### src/pkg/ocr_pkg.sv
// Purpose: shared constants and types of the fuse bank reader
// Assumes: fuse words of 16 bits, eight words to a bank
// Notes: bank field positions are implementation choices
package ocr_pkg;
  // ****************************************
  // fuse store geometry
  // ****************************************
  localparam int FUSE_BITS = 768;
  localparam int NUM_BANKS = 6;
  localparam int BANK_BITS = 128;
  localparam int FIXED_BITS = 108;
  localparam int WORD_BITS = 16;
  localparam int BANK_WORDS = BANK_BITS / WORD_BITS;
  localparam int FUSE_WORDS = FUSE_BITS / WORD_BITS;
  // ****************************************
  // field layout inside one bank
  // ****************************************
  localparam int STA_LSB = 0;
  localparam int STA_W = 48;
  localparam int STA_VLD = 48;
  localparam int ADC_LSB = 49;
  localparam int ADC_W = 12;
  localparam int ADC_VLD = 61;
  localparam int XTL_LSB = 62;
  localparam int XTL_W = 15;
  localparam int XTL_VLD = 77;
  localparam int QG_LSB = 78;
  localparam int QG_W = 10;
  localparam int QG_VLD = 88;
  localparam int QP_LSB = 89;
  localparam int QP_W = 10;
  localparam int QP_VLD = 99;
  localparam int BANK_INV = 106;
  localparam int BANK_USED = 107;
  localparam int SW_LSB = FIXED_BITS;
  localparam int SW_W = BANK_BITS - FIXED_BITS;
  // field valid vector order
  localparam int FV_STA = 0;
  localparam int FV_QG = 3;
  localparam int FV_QP = 4;
  localparam int FV_W = 5;
  // ****************************************
  // register word indices and fields
  // ****************************************
  localparam logic [3:0] REG_STATUS = 4'h0;
  localparam logic [3:0] REG_CTRL = 4'h1;
  localparam logic [3:0] REG_STA_LO = 4'h2;
  localparam logic [3:0] REG_STA_HI = 4'h3;
  localparam logic [3:0] REG_RAD_LO = 4'h4;
  localparam logic [3:0] REG_RAD_HI = 4'h5;
  localparam logic [3:0] REG_ADC = 4'h6;
  localparam logic [3:0] REG_XTL = 4'h7;
  localparam logic [3:0] REG_QG = 4'h8;
  localparam logic [3:0] REG_QP = 4'h9;
  localparam logic [3:0] REG_VALID = 4'hA;
  localparam logic [3:0] REG_PADDR = 4'hB;
  localparam logic [3:0] REG_PDATA = 4'hC;
  localparam logic [3:0] REG_SW = 4'hD;
  localparam int CTRL_RESCAN = 0;
  localparam int CTRL_RAWRD = 1;
  localparam int ST_READY = 0;
  localparam int ST_FOUND = 1;
  localparam int ST_ACT_LSB = 2;
  localparam int ST_USED_LSB = 6;
  localparam int ST_INV_LSB = 12;
  localparam int ST_BUSY = 18;
  localparam logic [31:0] RDATA_IDLE = 32'h0000_0000;

  typedef enum logic [1:0] {OCR_SCAN, OCR_DRAIN, OCR_DONE} ocr_state_t;

  // a bank supplies data only when used and not invalidated
  function automatic logic ocr_bank_good(input logic [BANK_BITS-1:0] b);
    return b[BANK_USED] & ~b[BANK_INV];
  endfunction
endpackage

### src/pkg/ocr_fuse_if.sv
// Purpose: port bundle between the reader and the fuse array
// Assumes: read data one cycle after the read enable
// Notes: writes only ever set bits
`timescale 1ns/1ps
interface ocr_fuse_if #(parameter int AW = 6, parameter int DW = 16);
  logic rd_en;
  logic wr_en;
  logic [AW-1:0] addr;
  logic [DW-1:0] wdata;
  logic [DW-1:0] rdata;
  modport ctl (output rd_en, output wr_en, output addr, output wdata, input rdata);
  modport mem (input rd_en, input wr_en, input addr, input wdata, output rdata);
endinterface

### src/core/ocr_bank_decode.sv
// Purpose: split one 128-bit bank into its parameter fields
// Assumes: layout from the package
// Notes: purely combinational
`timescale 1ns/1ps
module ocr_bank_decode import ocr_pkg::*; (
  input wire logic [BANK_BITS-1:0] bank_in,
  output logic [STA_W-1:0] sta_out,
  output logic [ADC_W-1:0] adc_out,
  output logic [XTL_W-1:0] xtl_out,
  output logic [QG_W-1:0] qg_out,
  output logic [QP_W-1:0] qp_out,
  output logic [SW_W-1:0] sw_out,
  output logic [FV_W-1:0] valid_out,
  output logic ok_out
);
  // whole bank gate
  assign ok_out = ocr_bank_good(bank_in);
  // raw fields
  assign sta_out = bank_in[STA_LSB +: STA_W];
  assign adc_out = bank_in[ADC_LSB +: ADC_W];
  assign xtl_out = bank_in[XTL_LSB +: XTL_W];
  assign qg_out = bank_in[QG_LSB +: QG_W];
  assign qp_out = bank_in[QP_LSB +: QP_W];
  assign sw_out = bank_in[SW_LSB +: SW_W];
  // each field's own flag, masked by the bank gate
  assign valid_out = {bank_in[QP_VLD], bank_in[QG_VLD], bank_in[XTL_VLD],
                      bank_in[ADC_VLD], bank_in[STA_VLD]} & {FV_W{ok_out}};
endmodule

### src/core/ocr_fuse_mem.sv
// Purpose: one-time-programmable fuse array model
// Assumes: blank fuses read zero
// Notes: content is not touched by reset
`timescale 1ns/1ps
module ocr_fuse_mem import ocr_pkg::*; #(
  parameter int WORDS = FUSE_WORDS,
  parameter int WIDTH = WORD_BITS
) (
  input wire logic mclk_in,
  input wire logic reset_in,
  ocr_fuse_if.mem fuse
);
  if (WORDS * WIDTH != FUSE_BITS) begin : g_bad_size
    $error("fuse geometry must hold the whole store");
  end

  // blank array at power up; the write process below stays its only writer
  logic [WIDTH-1:0] cells [WORDS] = '{default: '0};

  // burning can only set bits, so each word stays independent
  always_ff @(posedge mclk_in) begin
    if (fuse.wr_en && fuse.addr < WORDS) begin
      cells[fuse.addr] <= cells[fuse.addr] | fuse.wdata;
    end
  end

  // registered read port
  always_ff @(posedge mclk_in) begin
    if (reset_in) begin
      fuse.rdata <= '0;
    end else if (fuse.rd_en) begin
      fuse.rdata <= (fuse.addr < WORDS) ? cells[fuse.addr] : '0;
    end
  end
endmodule

### src/core/ocr_reader.sv
// Purpose: scan the fuse banks after reset and publish parameters
// Assumes: register port strobes are one cycle, never both at once
// Notes: scan takes 50 cycles; burns need a rescan to take effect
// Operation
// - 768-bit fuse store becomes readable after reset is released.
// - Six banks of 128 bits, all with the same field layout.
// - Low 108 bits are fixed fields; top 20 bits are software bits.
// - Short-range radio address equals station address plus one.
// - Each bank programs independently, allowing later updates.
// - A bank with its invalid flag set supplies no fields.
// - Only a bank with its used flag set supplies parameters.
// - Every field has its own flag: 0 invalid, 1 usable.
// - Bank zero carries factory trims and optional station address.
// - Quadrature trims load only when both flags are 1.
`timescale 1ns/1ps
module ocr_reader import ocr_pkg::*; #(
  parameter int BANKS = NUM_BANKS
) (
  input wire logic mclk_in,
  input wire logic reset_in,
  input wire logic [3:0] reg_addr_in,
  input wire logic [31:0] reg_wdata_in,
  input wire logic reg_wr_in,
  input wire logic reg_rd_in,
  output logic [31:0] reg_rdata_out,
  output logic cfg_ready_out,
  output logic [STA_W-1:0] station_hw_address_out,
  output logic [STA_W-1:0] radio_addr_out,
  output logic [ADC_W-1:0] adc_trim_out,
  output logic [XTL_W-1:0] xtal_trim_out,
  output logic [QG_W-1:0] quadrature_gain_trim_out,
  output logic [QP_W-1:0] quadrature_phase_trim_out,
  output logic [FV_W-1:0] field_valid_out,
  output logic quad_load_out
);
  if (BANKS != NUM_BANKS) begin : g_bad_banks
    $error("reader serves exactly the documented bank count");
  end

  // ****************************************
  // state
  // ****************************************
  ocr_state_t state;
  logic [5:0] widx;
  logic [5:0] ridx;
  logic rd_pend;
  logic [BANK_BITS-1:0] buf_bank;
  logic [BANK_BITS-1:0] next_buf;
  logic [BANK_BITS-1:0] sel;
  logic [2:0] act;
  logic found;
  logic [5:0] used_map;
  logic [5:0] inv_map;
  logic [5:0] prog_addr;
  logic raw_pend;
  logic [WORD_BITS-1:0] raw_data;
  logic ready_q;
  logic [SW_W-1:0] sw_bits;

  logic busy;
  logic wr_hit;
  logic rescan;
  logic raw_rd;
  logic burn;
  logic bank_end;

  ocr_fuse_if #(.AW(6), .DW(WORD_BITS)) fif ();

  // ****************************************
  // fuse array and bank decoder
  // ****************************************
  ocr_fuse_mem #(.WORDS(FUSE_WORDS), .WIDTH(WORD_BITS)) u_mem (
    .mclk_in(mclk_in),
    .reset_in(reset_in),
    .fuse(fif.mem)
  );

  logic [STA_W-1:0] d_sta;
  logic [ADC_W-1:0] d_adc;
  logic [XTL_W-1:0] d_xtl;
  logic [QG_W-1:0] d_qg;
  logic [QP_W-1:0] d_qp;
  logic [SW_W-1:0] d_sw;
  logic [FV_W-1:0] d_vld;
  logic d_ok;

  ocr_bank_decode u_dec (
    .bank_in(sel),
    .sta_out(d_sta),
    .adc_out(d_adc),
    .xtl_out(d_xtl),
    .qg_out(d_qg),
    .qp_out(d_qp),
    .sw_out(d_sw),
    .valid_out(d_vld),
    .ok_out(d_ok)
  );

  // ****************************************
  // command decode
  // ****************************************
  // fuse port is shared, so software raw reads and burns are ignored until the scan is done
  assign busy = (state != OCR_DONE);
  assign wr_hit = reg_wr_in && (reg_addr_in == REG_CTRL);
  assign rescan = wr_hit && reg_wdata_in[CTRL_RESCAN];
  assign raw_rd = wr_hit && reg_wdata_in[CTRL_RAWRD] && !rescan && !busy;
  assign burn = reg_wr_in && (reg_addr_in == REG_PDATA) && !busy;
  assign bank_end = rd_pend && (ridx[2:0] == 3'(BANK_WORDS - 1));

  // fuse port drive
  assign fif.rd_en = (state == OCR_SCAN) || raw_rd;
  assign fif.addr = (state == OCR_SCAN) ? widx : prog_addr;
  assign fif.wr_en = burn;
  assign fif.wdata = reg_wdata_in[WORD_BITS-1:0];

  // ****************************************
  // scan sequencer
  // ****************************************
  // walk every word once, then one cycle to absorb the last read
  always_ff @(posedge mclk_in) begin
    if (reset_in || rescan) begin
      state <= OCR_SCAN;
      widx <= '0;
    end else begin
      unique case (state)
        OCR_SCAN: begin
          widx <= widx + 6'h01;
          if (widx == 6'(FUSE_WORDS - 1)) begin
            state <= OCR_DRAIN;
          end
        end
        OCR_DRAIN: begin
          state <= OCR_DONE;
        end
        OCR_DONE: begin
          state <= OCR_DONE;
        end
      endcase
    end
  end

  // read pipeline tracking
  always_ff @(posedge mclk_in) begin
    if (reset_in || rescan) begin
      rd_pend <= 1'b0;
      ridx <= '0;
    end else begin
      rd_pend <= (state == OCR_SCAN);
      ridx <= widx;
    end
  end

  // merge the arriving word into the bank being assembled
  always_comb begin
    next_buf = buf_bank;
    next_buf[ridx[2:0] * WORD_BITS +: WORD_BITS] = fif.rdata;
  end

  always_ff @(posedge mclk_in) begin
    if (reset_in || rescan) begin
      buf_bank <= '0;
    end else if (rd_pend) begin
      buf_bank <= next_buf;
    end
  end

  // ****************************************
  // bank selection
  // ****************************************
  // ascending walk: a later good bank overwrites an earlier one
  always_ff @(posedge mclk_in) begin
    if (reset_in || rescan) begin
      sel <= '0;
      act <= '0;
      found <= 1'b0;
    end else if (bank_end) begin
      if (ocr_bank_good(next_buf)) begin
        sel <= next_buf;
        act <= ridx[5:3];
        found <= 1'b1;
      end else if (ridx[5:3] == 3'h0) begin
        sel <= next_buf;
        act <= 3'h0;
      end
    end
  end

  // per-bank flag maps for software
  always_ff @(posedge mclk_in) begin
    if (reset_in || rescan) begin
      used_map <= '0;
      inv_map <= '0;
    end else if (bank_end) begin
      used_map[ridx[5:3]] <= next_buf[BANK_USED];
      inv_map[ridx[5:3]] <= next_buf[BANK_INV];
    end
  end

  // ****************************************
  // published parameters
  // ****************************************
  // fields without their flag read as zero so firmware skips them
  always_ff @(posedge mclk_in) begin
    if (reset_in || rescan) begin
      station_hw_address_out <= '0;
      radio_addr_out <= '0;
      adc_trim_out <= '0;
      xtal_trim_out <= '0;
      quadrature_gain_trim_out <= '0;
      quadrature_phase_trim_out <= '0;
      field_valid_out <= '0;
      sw_bits <= '0;
    end else begin
      station_hw_address_out <= d_vld[FV_STA] ? d_sta : '0;
      radio_addr_out <= d_vld[FV_STA] ? d_sta + 48'h1 : '0;
      adc_trim_out <= d_vld[1] ? d_adc : '0;
      xtal_trim_out <= d_vld[2] ? d_xtl : '0;
      quadrature_gain_trim_out <= d_vld[FV_QG] ? d_qg : '0;
      quadrature_phase_trim_out <= d_vld[FV_QP] ? d_qp : '0;
      field_valid_out <= d_vld;
      sw_bits <= d_ok ? d_sw : '0;
    end
  end

  // ready and the one-shot quadrature load
  always_ff @(posedge mclk_in) begin
    if (reset_in || rescan) begin
      ready_q <= 1'b0;
      quad_load_out <= 1'b0;
    end else begin
      ready_q <= (state == OCR_DONE);
      quad_load_out <= (state == OCR_DONE) && !ready_q
                       && d_vld[FV_QG] && d_vld[FV_QP];
    end
  end

  assign cfg_ready_out = ready_q;

  // ****************************************
  // software fuse access
  // ****************************************
  always_ff @(posedge mclk_in) begin
    if (reset_in) begin
      prog_addr <= '0;
    end else if (reg_wr_in && reg_addr_in == REG_PADDR) begin
      prog_addr <= reg_wdata_in[5:0];
    end
  end

  // raw word snapshot, one cycle after the read command
  always_ff @(posedge mclk_in) begin
    if (reset_in) begin
      raw_pend <= 1'b0;
      raw_data <= '0;
    end else begin
      raw_pend <= raw_rd;
      if (raw_pend) begin
        raw_data <= fif.rdata;
      end
    end
  end

  // ****************************************
  // register read port
  // ****************************************
  function automatic logic [31:0] rd_mux(input logic [3:0] a);
    logic [31:0] v;
    v = RDATA_IDLE;
    unique case (a)
      REG_STATUS: begin
        v[ST_READY] = ready_q;
        v[ST_FOUND] = found;
        v[ST_ACT_LSB +: 3] = act;
        v[ST_USED_LSB +: 6] = used_map;
        v[ST_INV_LSB +: 6] = inv_map;
        v[ST_BUSY] = busy;
      end
      REG_STA_LO: v = station_hw_address_out[31:0];
      REG_STA_HI: v[15:0] = station_hw_address_out[47:32];
      REG_RAD_LO: v = radio_addr_out[31:0];
      REG_RAD_HI: v[15:0] = radio_addr_out[47:32];
      REG_ADC: v[ADC_W-1:0] = adc_trim_out;
      REG_XTL: v[XTL_W-1:0] = xtal_trim_out;
      REG_QG: v[QG_W-1:0] = quadrature_gain_trim_out;
      REG_QP: v[QP_W-1:0] = quadrature_phase_trim_out;
      REG_VALID: v[FV_W-1:0] = field_valid_out;
      REG_PADDR: v[5:0] = prog_addr;
      REG_PDATA: v[WORD_BITS-1:0] = raw_data;
      REG_SW: v[SW_W-1:0] = sw_bits;
      default: v = RDATA_IDLE;
    endcase
    return v;
  endfunction

  // data stand only in the cycle after the strobe
  always_ff @(posedge mclk_in) begin
    if (reset_in) begin
      reg_rdata_out <= RDATA_IDLE;
    end else if (reg_rd_in) begin
      reg_rdata_out <= rd_mux(reg_addr_in);
    end else begin
      reg_rdata_out <= RDATA_IDLE;
    end
  end

  logic [5:0] good_mask;
  assign good_mask = used_map & ~inv_map;
endmodule

### config.mk
export PLATFORM = sky130hd
export DESIGN_NAME = ocr_reader
export DESIGN_NICKNAME = d
export VERILOG_FILES = /design/src/pkg/ocr_pkg.sv /design/src/pkg/ocr_fuse_if.sv /design/src/core/ocr_bank_decode.sv /design/src/core/ocr_fuse_mem.sv /design/src/core/ocr_reader.sv
export SDC_FILE = /design/constraint.sdc
export NUM_CORES = 2
export LEC_CHECK = 0
export ABC_AREA = 1
export ABC_CLOCK_PERIOD_IN_PS = 6000
export BUFFER_PORTS_ARGS = -buffer_cell sky130_fd_sc_hd__buf_2
export CAP_MARGIN = 20
export CORE_AREA = 2 2 352 354
export CTS_CLUSTER_SIZE = 12
export DETAILED_ROUTE_END_ITERATION = 10
export DIE_AREA = 0 0 354 356
export GPL_TIMING_DRIVEN = 0
export PLACE_DENSITY_LB_ADDON = 0.08
export SYNTH_ARGS = -nofsm -noshare
export SYNTH_HDL_FRONTEND = slang
export SYNTH_SLANG_ARGS = --single-unit
### constraint.sdc
create_clock -name mclk_in -period 6 [get_ports mclk_in]
set_input_delay 0 -clock mclk_in [delete_from_list [all_inputs] [get_ports mclk_in]]
set_output_delay 0 -clock mclk_in [all_outputs]
set_load 0.02 [all_outputs]
### Word-level counts from Yosys, hierarchy flattened

Memories as Yosys holds them, arrays and structs flattened.
Index checks and enable logic that the tools add are counted.
W data, S select, Z words.

| cells by class | value |
|---|---|
| reductions and logical operators | 33 |
| div/mod/pow operators | 0 |
| multipliers | 0 |
| magnitude comparators | 3 |
| eq/ne operators | 19 |
| $add $sub $neg | 3 |
| bitwise gates (word level) | 13 |
| shift operators | 2 |
| muxes and demuxes | 24 |

Operators with widths:

| cell | number |
|---|---|
| $mux W128 | 2 |
| $bwmux W128 | 1 |
| $shift A16 B34 Y128 const A | 1 |
| $shiftx A16 B34 Y128 | 1 |
| $pmux W5 S13 | 1 |
| $add A48 B1 Y48 const B | 1 |
| $pmux W4 S11 | 1 |
| $neg A7 Y34 | 1 |
| $eq A4 B4 Y1 const B | 6 |
| $pmux W12 S2 | 1 |
| $pmux W3 S8 | 1 |
| $pmux W2 S9 | 1 |
| $eq A4 B3 Y1 const B | 4 |
| $mux W16 | 1 |
| $or A16 B16 Y16 | 1 |
| $reduce_or A2 Y1 | 8 |
| $logic_and A1 B1 Y1 | 14 |
| $bwmux W6 | 2 |
| $pmux W3 S4 | 1 |
| $pmux W1 S11 | 1 |
| $not A1 Y1 | 9 |
| $eq A4 B2 Y1 const B | 2 |
| $pmux W1 S7 | 1 |
| $add A6 B1 Y6 const B | 1 |
| 26 further kinds | 34 |

| storage, ports and cells | value |
|---|---|
| register bits after elaboration | 528 |
| output and inout bits | 182 |
| memory bits (read-only) | 0 |
| memories kept | 1 |
| latch bits | 0 |
| memory bits (writable) | 768 |

Memory list:

| memory | words | width | read ports | clocked after Yosys merged registers in | wr ports | line | source |
|---|---|---|---|---|---|---|---|
| u_mem.cells | 48 | 16 | 1 | 0 | 1 | ocr_fuse_mem.sv:18 | `logic [WIDTH-1:0] cells [WORDS] = '{default: '0};` |

### Longest topological paths before layout

| depth | value |
|---|---|
| word-level depth | 7 |
| depth in mapped cells | 20 |
| depth with buffers taken out | 17 |

### Modules after synthesis

From an unflattened synthesis, not the netlist that was laid out.

| unflattened totals | value |
|---|---|
| cell total of the unflattened synthesis | 6367 |
| area total of the unflattened synthesis | 55791.0 um^2 |

By module, submodules not included:

| module | cells an instance | seq. area each (um^2) | area each (um^2) | times used |
|---|---|---|---|---|
| ocr_fuse_mem | 3029 | 23382.4 | 32870.3 | 1 |
| ocr_reader | 3210 | 10249.8 | 22006.1 | 1 |
| ocr_bank_decode | 128 | 0.0 | 914.6 | 1 |

### Least setup slack after synthesis

OpenSTA, ideal clock, no wires.

| timing | value |
|---|---|
| path kind | register to register |
| start point | register state[1] |
| end point | memory u_mem.cells[3][0] (netlist bit) (enable) |
| required time | 5591 ps |
| arrival | 2956 ps |
| buffers on the path | 3 |
| stages on the path, launching flop included | 11 |
| path slack | 2635 ps |
| cell sequence | dfxtp_1 -> inv_1 -> ha_1 -> buf_4 -> o21ai_4 -> inv_4 -> buf_6 -> nor3_4 -> buf_6 -> inv_1 -> nor3_1 |

| on the way | value |
|---|---|
| cells in the longest elaborated chain, start to end | 6 |

Ends and longest elaborated chain:

| element | line | source |
|---|---|---|
| from (decl) | ocr_reader.sv:43 | `ocr_state_t state;` |
| from (signal assigned) | ocr_reader.sv:122 | `state <= OCR_SCAN;` |
| from (signal assigned) | ocr_reader.sv:129 | `state <= OCR_DRAIN;` |
| from (signal assigned) | ocr_reader.sv:133 | `state <= OCR_DONE;` |
| $logic_not A2 Y1 or $ne A2 B2 Y1 (tied branches) | ocr_reader.sv:112, ocr_reader.sv:103 |  |
| $mux W6 or $logic_not A1 Y1 (tied branches) | ocr_reader.sv:112, ocr_reader.sv:107 |  |
| $lt A6 B6 Y1 or $logic_and A1 B1 Y1 (tied branches) | ocr_fuse_mem.sv:22, ocr_reader.sv:107 |  |
| $logic_and A1 B1 Y1 | ocr_fuse_mem.sv:22 | `if (fuse.wr_en && fuse.addr < WORDS) begin` |
| $mux W1 | ocr_fuse_mem.sv:22 |  |
| $mux W1 (not written as such) | ocr_fuse_mem.sv:23 | `cells[fuse.addr] <= cells[fuse.addr] \| fuse.wdata;` |
| to (decl) | ocr_fuse_mem.sv:18 |  |

Several ways; a longest one is shown, not always the timed one.

### Worst setup path in the final report

| timing | value |
|---|---|
| start point | register state[0] |
| end point | memory u_mem.cells[36][7] (netlist bit) (data pin) |

| on the way | value |
|---|---|
| cells in the longest elaborated chain, start to end | 4 |

Ends and longest elaborated chain:

| element | line | source |
|---|---|---|
| $logic_not A2 Y1 | ocr_reader.sv:112 | `assign fif.addr = (state == OCR_SCAN) ? widx : prog_addr;` |
| $mux W6 | ocr_reader.sv:112 |  |
| $mem_v2 Z48 W16 | -- |  |
| $or A16 B16 Y16 | ocr_fuse_mem.sv:23 |  |

Every way passes these cells.

==> run_results.csv <==
group,metric,value,unit
power_and_ir_drop,power_density,437,nW/um^2
job,cap_viol_max_count,0,
clock_network,post_cts_buffers,0,
floorplanning,row_count,129,
clock_network,post_cts_resized,0,
setup_path,worstPathArrival,5.06,ns
floorplanning,core,123000,um^2
logic_synthesis,ys_ff_latch,1284,
clock_network,htree_levels,4,
global_routing,grt_antenna_before_repair,9,
timing,finClkSkew,0.0354,ns
timing,hold_ws,0.0173,ns
finish,fill_cells,11600,
placed_design,place.gp.congestion,0.983,
finish,drive_above_1_share,11.4,%
timing,slew_violations,0,
clock_network,clk_pin_slew,0.06,ns
setup_path,cp-start-kind,"flop",
logic_synthesis,avgSynthCellArea,8.88,um^2
timing,setup_viol,0,
floorplanning,die_h,356,um
floorplanning,dieWidth,354,um
clock_network,cts_buffers,144,
outcome,status,"finished clean",
finish,area_growth,16.6,%
timing,hold_violations,0,
clock_network,cts_tree,"yes",
clock_network,cts_sinks,1284,
global_routing,grt_pass1_wl,284000,um
setup_path,cp_common_cell,"nand2_1",
power_and_ir_drop,ir_drop,0.744,mV
finish,utilization,52.0,%
logic_synthesis,synthCells,6160,
drt,antenna_left,0,
clock_network,clk_path_buf_depth,3,
placed_design,port_buffers,204,
global_routing,grt-ovfl-total,0,
min_path,hold_path_class,"in2reg",
timing,slew_headroom,25.6,%
power_and_ir_drop,power.leakage,27.1,nW
logic_synthesis,synth_edf_count,768,
timing,finalCriticalPeriod,4.47,ns
clock_network,clkLatencyLatePin,0.80,ns
global_routing,grt_max_degree,37,
setup_path,slowest_delay,0.60,ns
floorplanning,io_pins,222,
drt,viasPerCell,5.30,
logic_synthesis,ys.flop_type,"edfxtp_1",
drt,dr.pass1.iters,6,
clock_network,root_buffer,"clkbuf_16",
finish,multi_input_area,16800,um^2
timing,worstMarginPinSlew,1.11,ns
logic_synthesis,ys_types,54,
floorplanning,die_area,126000,um^2
logic_synthesis,ys_warn_count,0,
drt,initialDrtViolationCount,4422,
global_routing,grt_pass1_vias,41300,
setup_path,ff2ff_setup_slack,1.53,ns
drt,wirelength,199000,um
timing,setup_tns,0,ns
setup_path,required,6.59,ns
logic_synthesis,syn_area,54700,um^2
logic_synthesis,syn-num-nets,6208,
finish,fin_nets,6647,
timing,fmax,224,MHz
logic_synthesis,yosysSeqAreaShare,61.0,%
finish,register_area,33400,um^2
placed_design,post-dp-hpwl,149000,um
setup_path,end_kind,"flop",
floorplanning,initial_core_util,44.6,%
setup_path,cp_cell_sequence,"inv_1 > ha_1 > nand2_1 > nand2_2 > clkbuf_1 > clkbuf_1 > o211ai_1 > nand2_1 > nor2_1 > nand2_1 > nand3_1 > nand2_1 > or2_2 > buf_12",
drt,drc_errors,0,
drt,vias,44300,
setup_path,criticalPathCategory,"reg2reg",
global_routing,grt_usage,31.1,%
timing,fin_crit_sh,74.5,%
setup_path,crit_slowest_cell,"clkbuf_1",
logic_synthesis,synthArstFlopShare,0,%
setup_path,worst-path-max-fanout,32,
drt,avgRoutedWirePerCell,23.8,um
timing,rsz0062_at_grt,"no",
per-stage QoR:
| step | power, mW | cells | worst slack, ns | instance area, um^2 |
|---|---|---|---|---|
| after floorplan | 15.3 | 6160 | 2.64 | 54700 |
| after global placement | 19.0 | 8001 | 0.212 | 57800 |
| after detailed placement | 19.3 | 8065 | 1.56 | 58900 |
| after CTS | 27.9 | 8344 | 1.54 | 63800 |
| after global routing | 29.0 | 8346 | 1.24 | 63800 |
| final | 27.9 | 8347 | 1.53 | 63800 |
per-layer routing:
| layer | up-vias | track usage (%) | part of all wire, % |
|---|---|---|---|
| met5 | - | 0 | 0.0086 |
| met4 | 2 | 15.6 | 5.4 |
| met3 | 428 | 4.85 | 6.8 |
| met2 | 1838 | 52.2 | 48 |
| met1 | 21100 | 39.1 | 40 |
| li1 | 20900 | - | - |
final cells by class:
class	count	area share (%)
Sequential cell	1284	52.4
Multi-Input combinational cell	3739	26.4
Clock buffer	207	6.32
Inverter	807	4.75
Timing Repair Buffer	293	3.56
Tap cell	1637	3.21
Buffer	330	2.51
Clock inverter	49	0.875
Antenna cell	1	0.00392
power by group:
group	internal (mW)	total, mW	switching (mW)
sequential	10.6	10.7	0.131
combinational	1.96	8.45	6.49
clock	5.07	8.71	3.64
total	17.6	27.9	10.3
registers in the layout (all words and copies together), names as in the netlist, 10 cells and up:
register	cells
reg_rdata_out	32
sw_bits	20
radio_addr_out	48
u_mem.cells	768
quadrature_gain_trim_out	10
u_mem.fuse.rdata	16
quadrature_phase_trim_out	10
raw_data	16
station_hw_address_out	48
adc_trim_out	12
xtal_trim_out	15
sel	122
buf_bank	122
synthesized netlist by cell type, drive strengths merged (3+ instances only):
cell type | count | area (um^2)
dfxtp | 516 | 10300
nand3 | 483 | 2430
a21oi | 320 | 1610
a21boi | 4 | 30.0
inv | 799 | 3000
o211ai | 68 | 510
clkbuf | 138 | 518
edfxtp | 768 | 23100
o22ai | 3 | 18.8
a22o | 14 | 123
or2 | 65 | 407
a31oi | 20 | 125
a221oi | 32 | 280
clkinv | 8 | 30.0
nor3 | 57 | 332
o21ai | 335 | 1700
nor3b | 4 | 30.0
nand3b | 16 | 120
buf | 192 | 1080
ha | 8 | 100
nor2 | 542 | 2070
nor4 | 4 | 25.0
nand2 | 1721 | 6480
nand4 | 26 | 163
placed cells by master, fill, tap and decap left out, types with 38 or more instances in the layout:
master / count
clkbuf_16: 148
o21ai_0: 301
nor2_1: 496
a21oi_1: 319
nand3_1: 479
inv_1: 795
buf_2: 319
nor2_2: 44
nor3_1: 38
nand2_1: 1716
or2_2: 63
o211ai_1: 68
dfxtp_1: 516
edfxtp_1: 768
clkbuf_1: 185
path summary, 6_finish.rpt:
kind,cells after the start,endpoint,start
hold / removal,2,u_mem.cells[22][9],reg_wdata_in[9]
setup reg to reg,14,u_mem.cells[36][7],state[0]
hold reg to reg,2,quadrature_phase_trim_out[7],sel[96]
setup / recovery,14,u_mem.cells[36][7],state[0]
logic make-up (layout without fill, tap and decap cells):
kind of cell / Yosys count / after routing / synth area share, %
buffers and inverters: 1137 / 1686 / 8.46
AOI/OAI and AO/OA: 809 / 809 / 8.24
and+or+nand+nor: 2920 / 2920 / 22.1
DFF: 1284 / 1284 / 61.0
xor gates and xnor gates: 2 / 2 / 0.0320
other: 0 / 1 / 0
adders and majority gates: 8 / 8 / 0.183
critical path: cells and delay by family, from the launching register on:
kind	cells	cell delay [ns]
and+or+nand+nor	8	1.97
buffers and inverters	4	1.49
DFF	1	0.29
adders and majority gates	1	0.24
AOI/OAI and AO/OA	1	0.23
repair_timing:
action                                 in CTS  in global routing
hold buffers                               23                  0
endpoints found under the hold margin     129                  0
setup endpoints to repair                   0                  0
No activity file was read; power rests on OpenSTA's default activity.
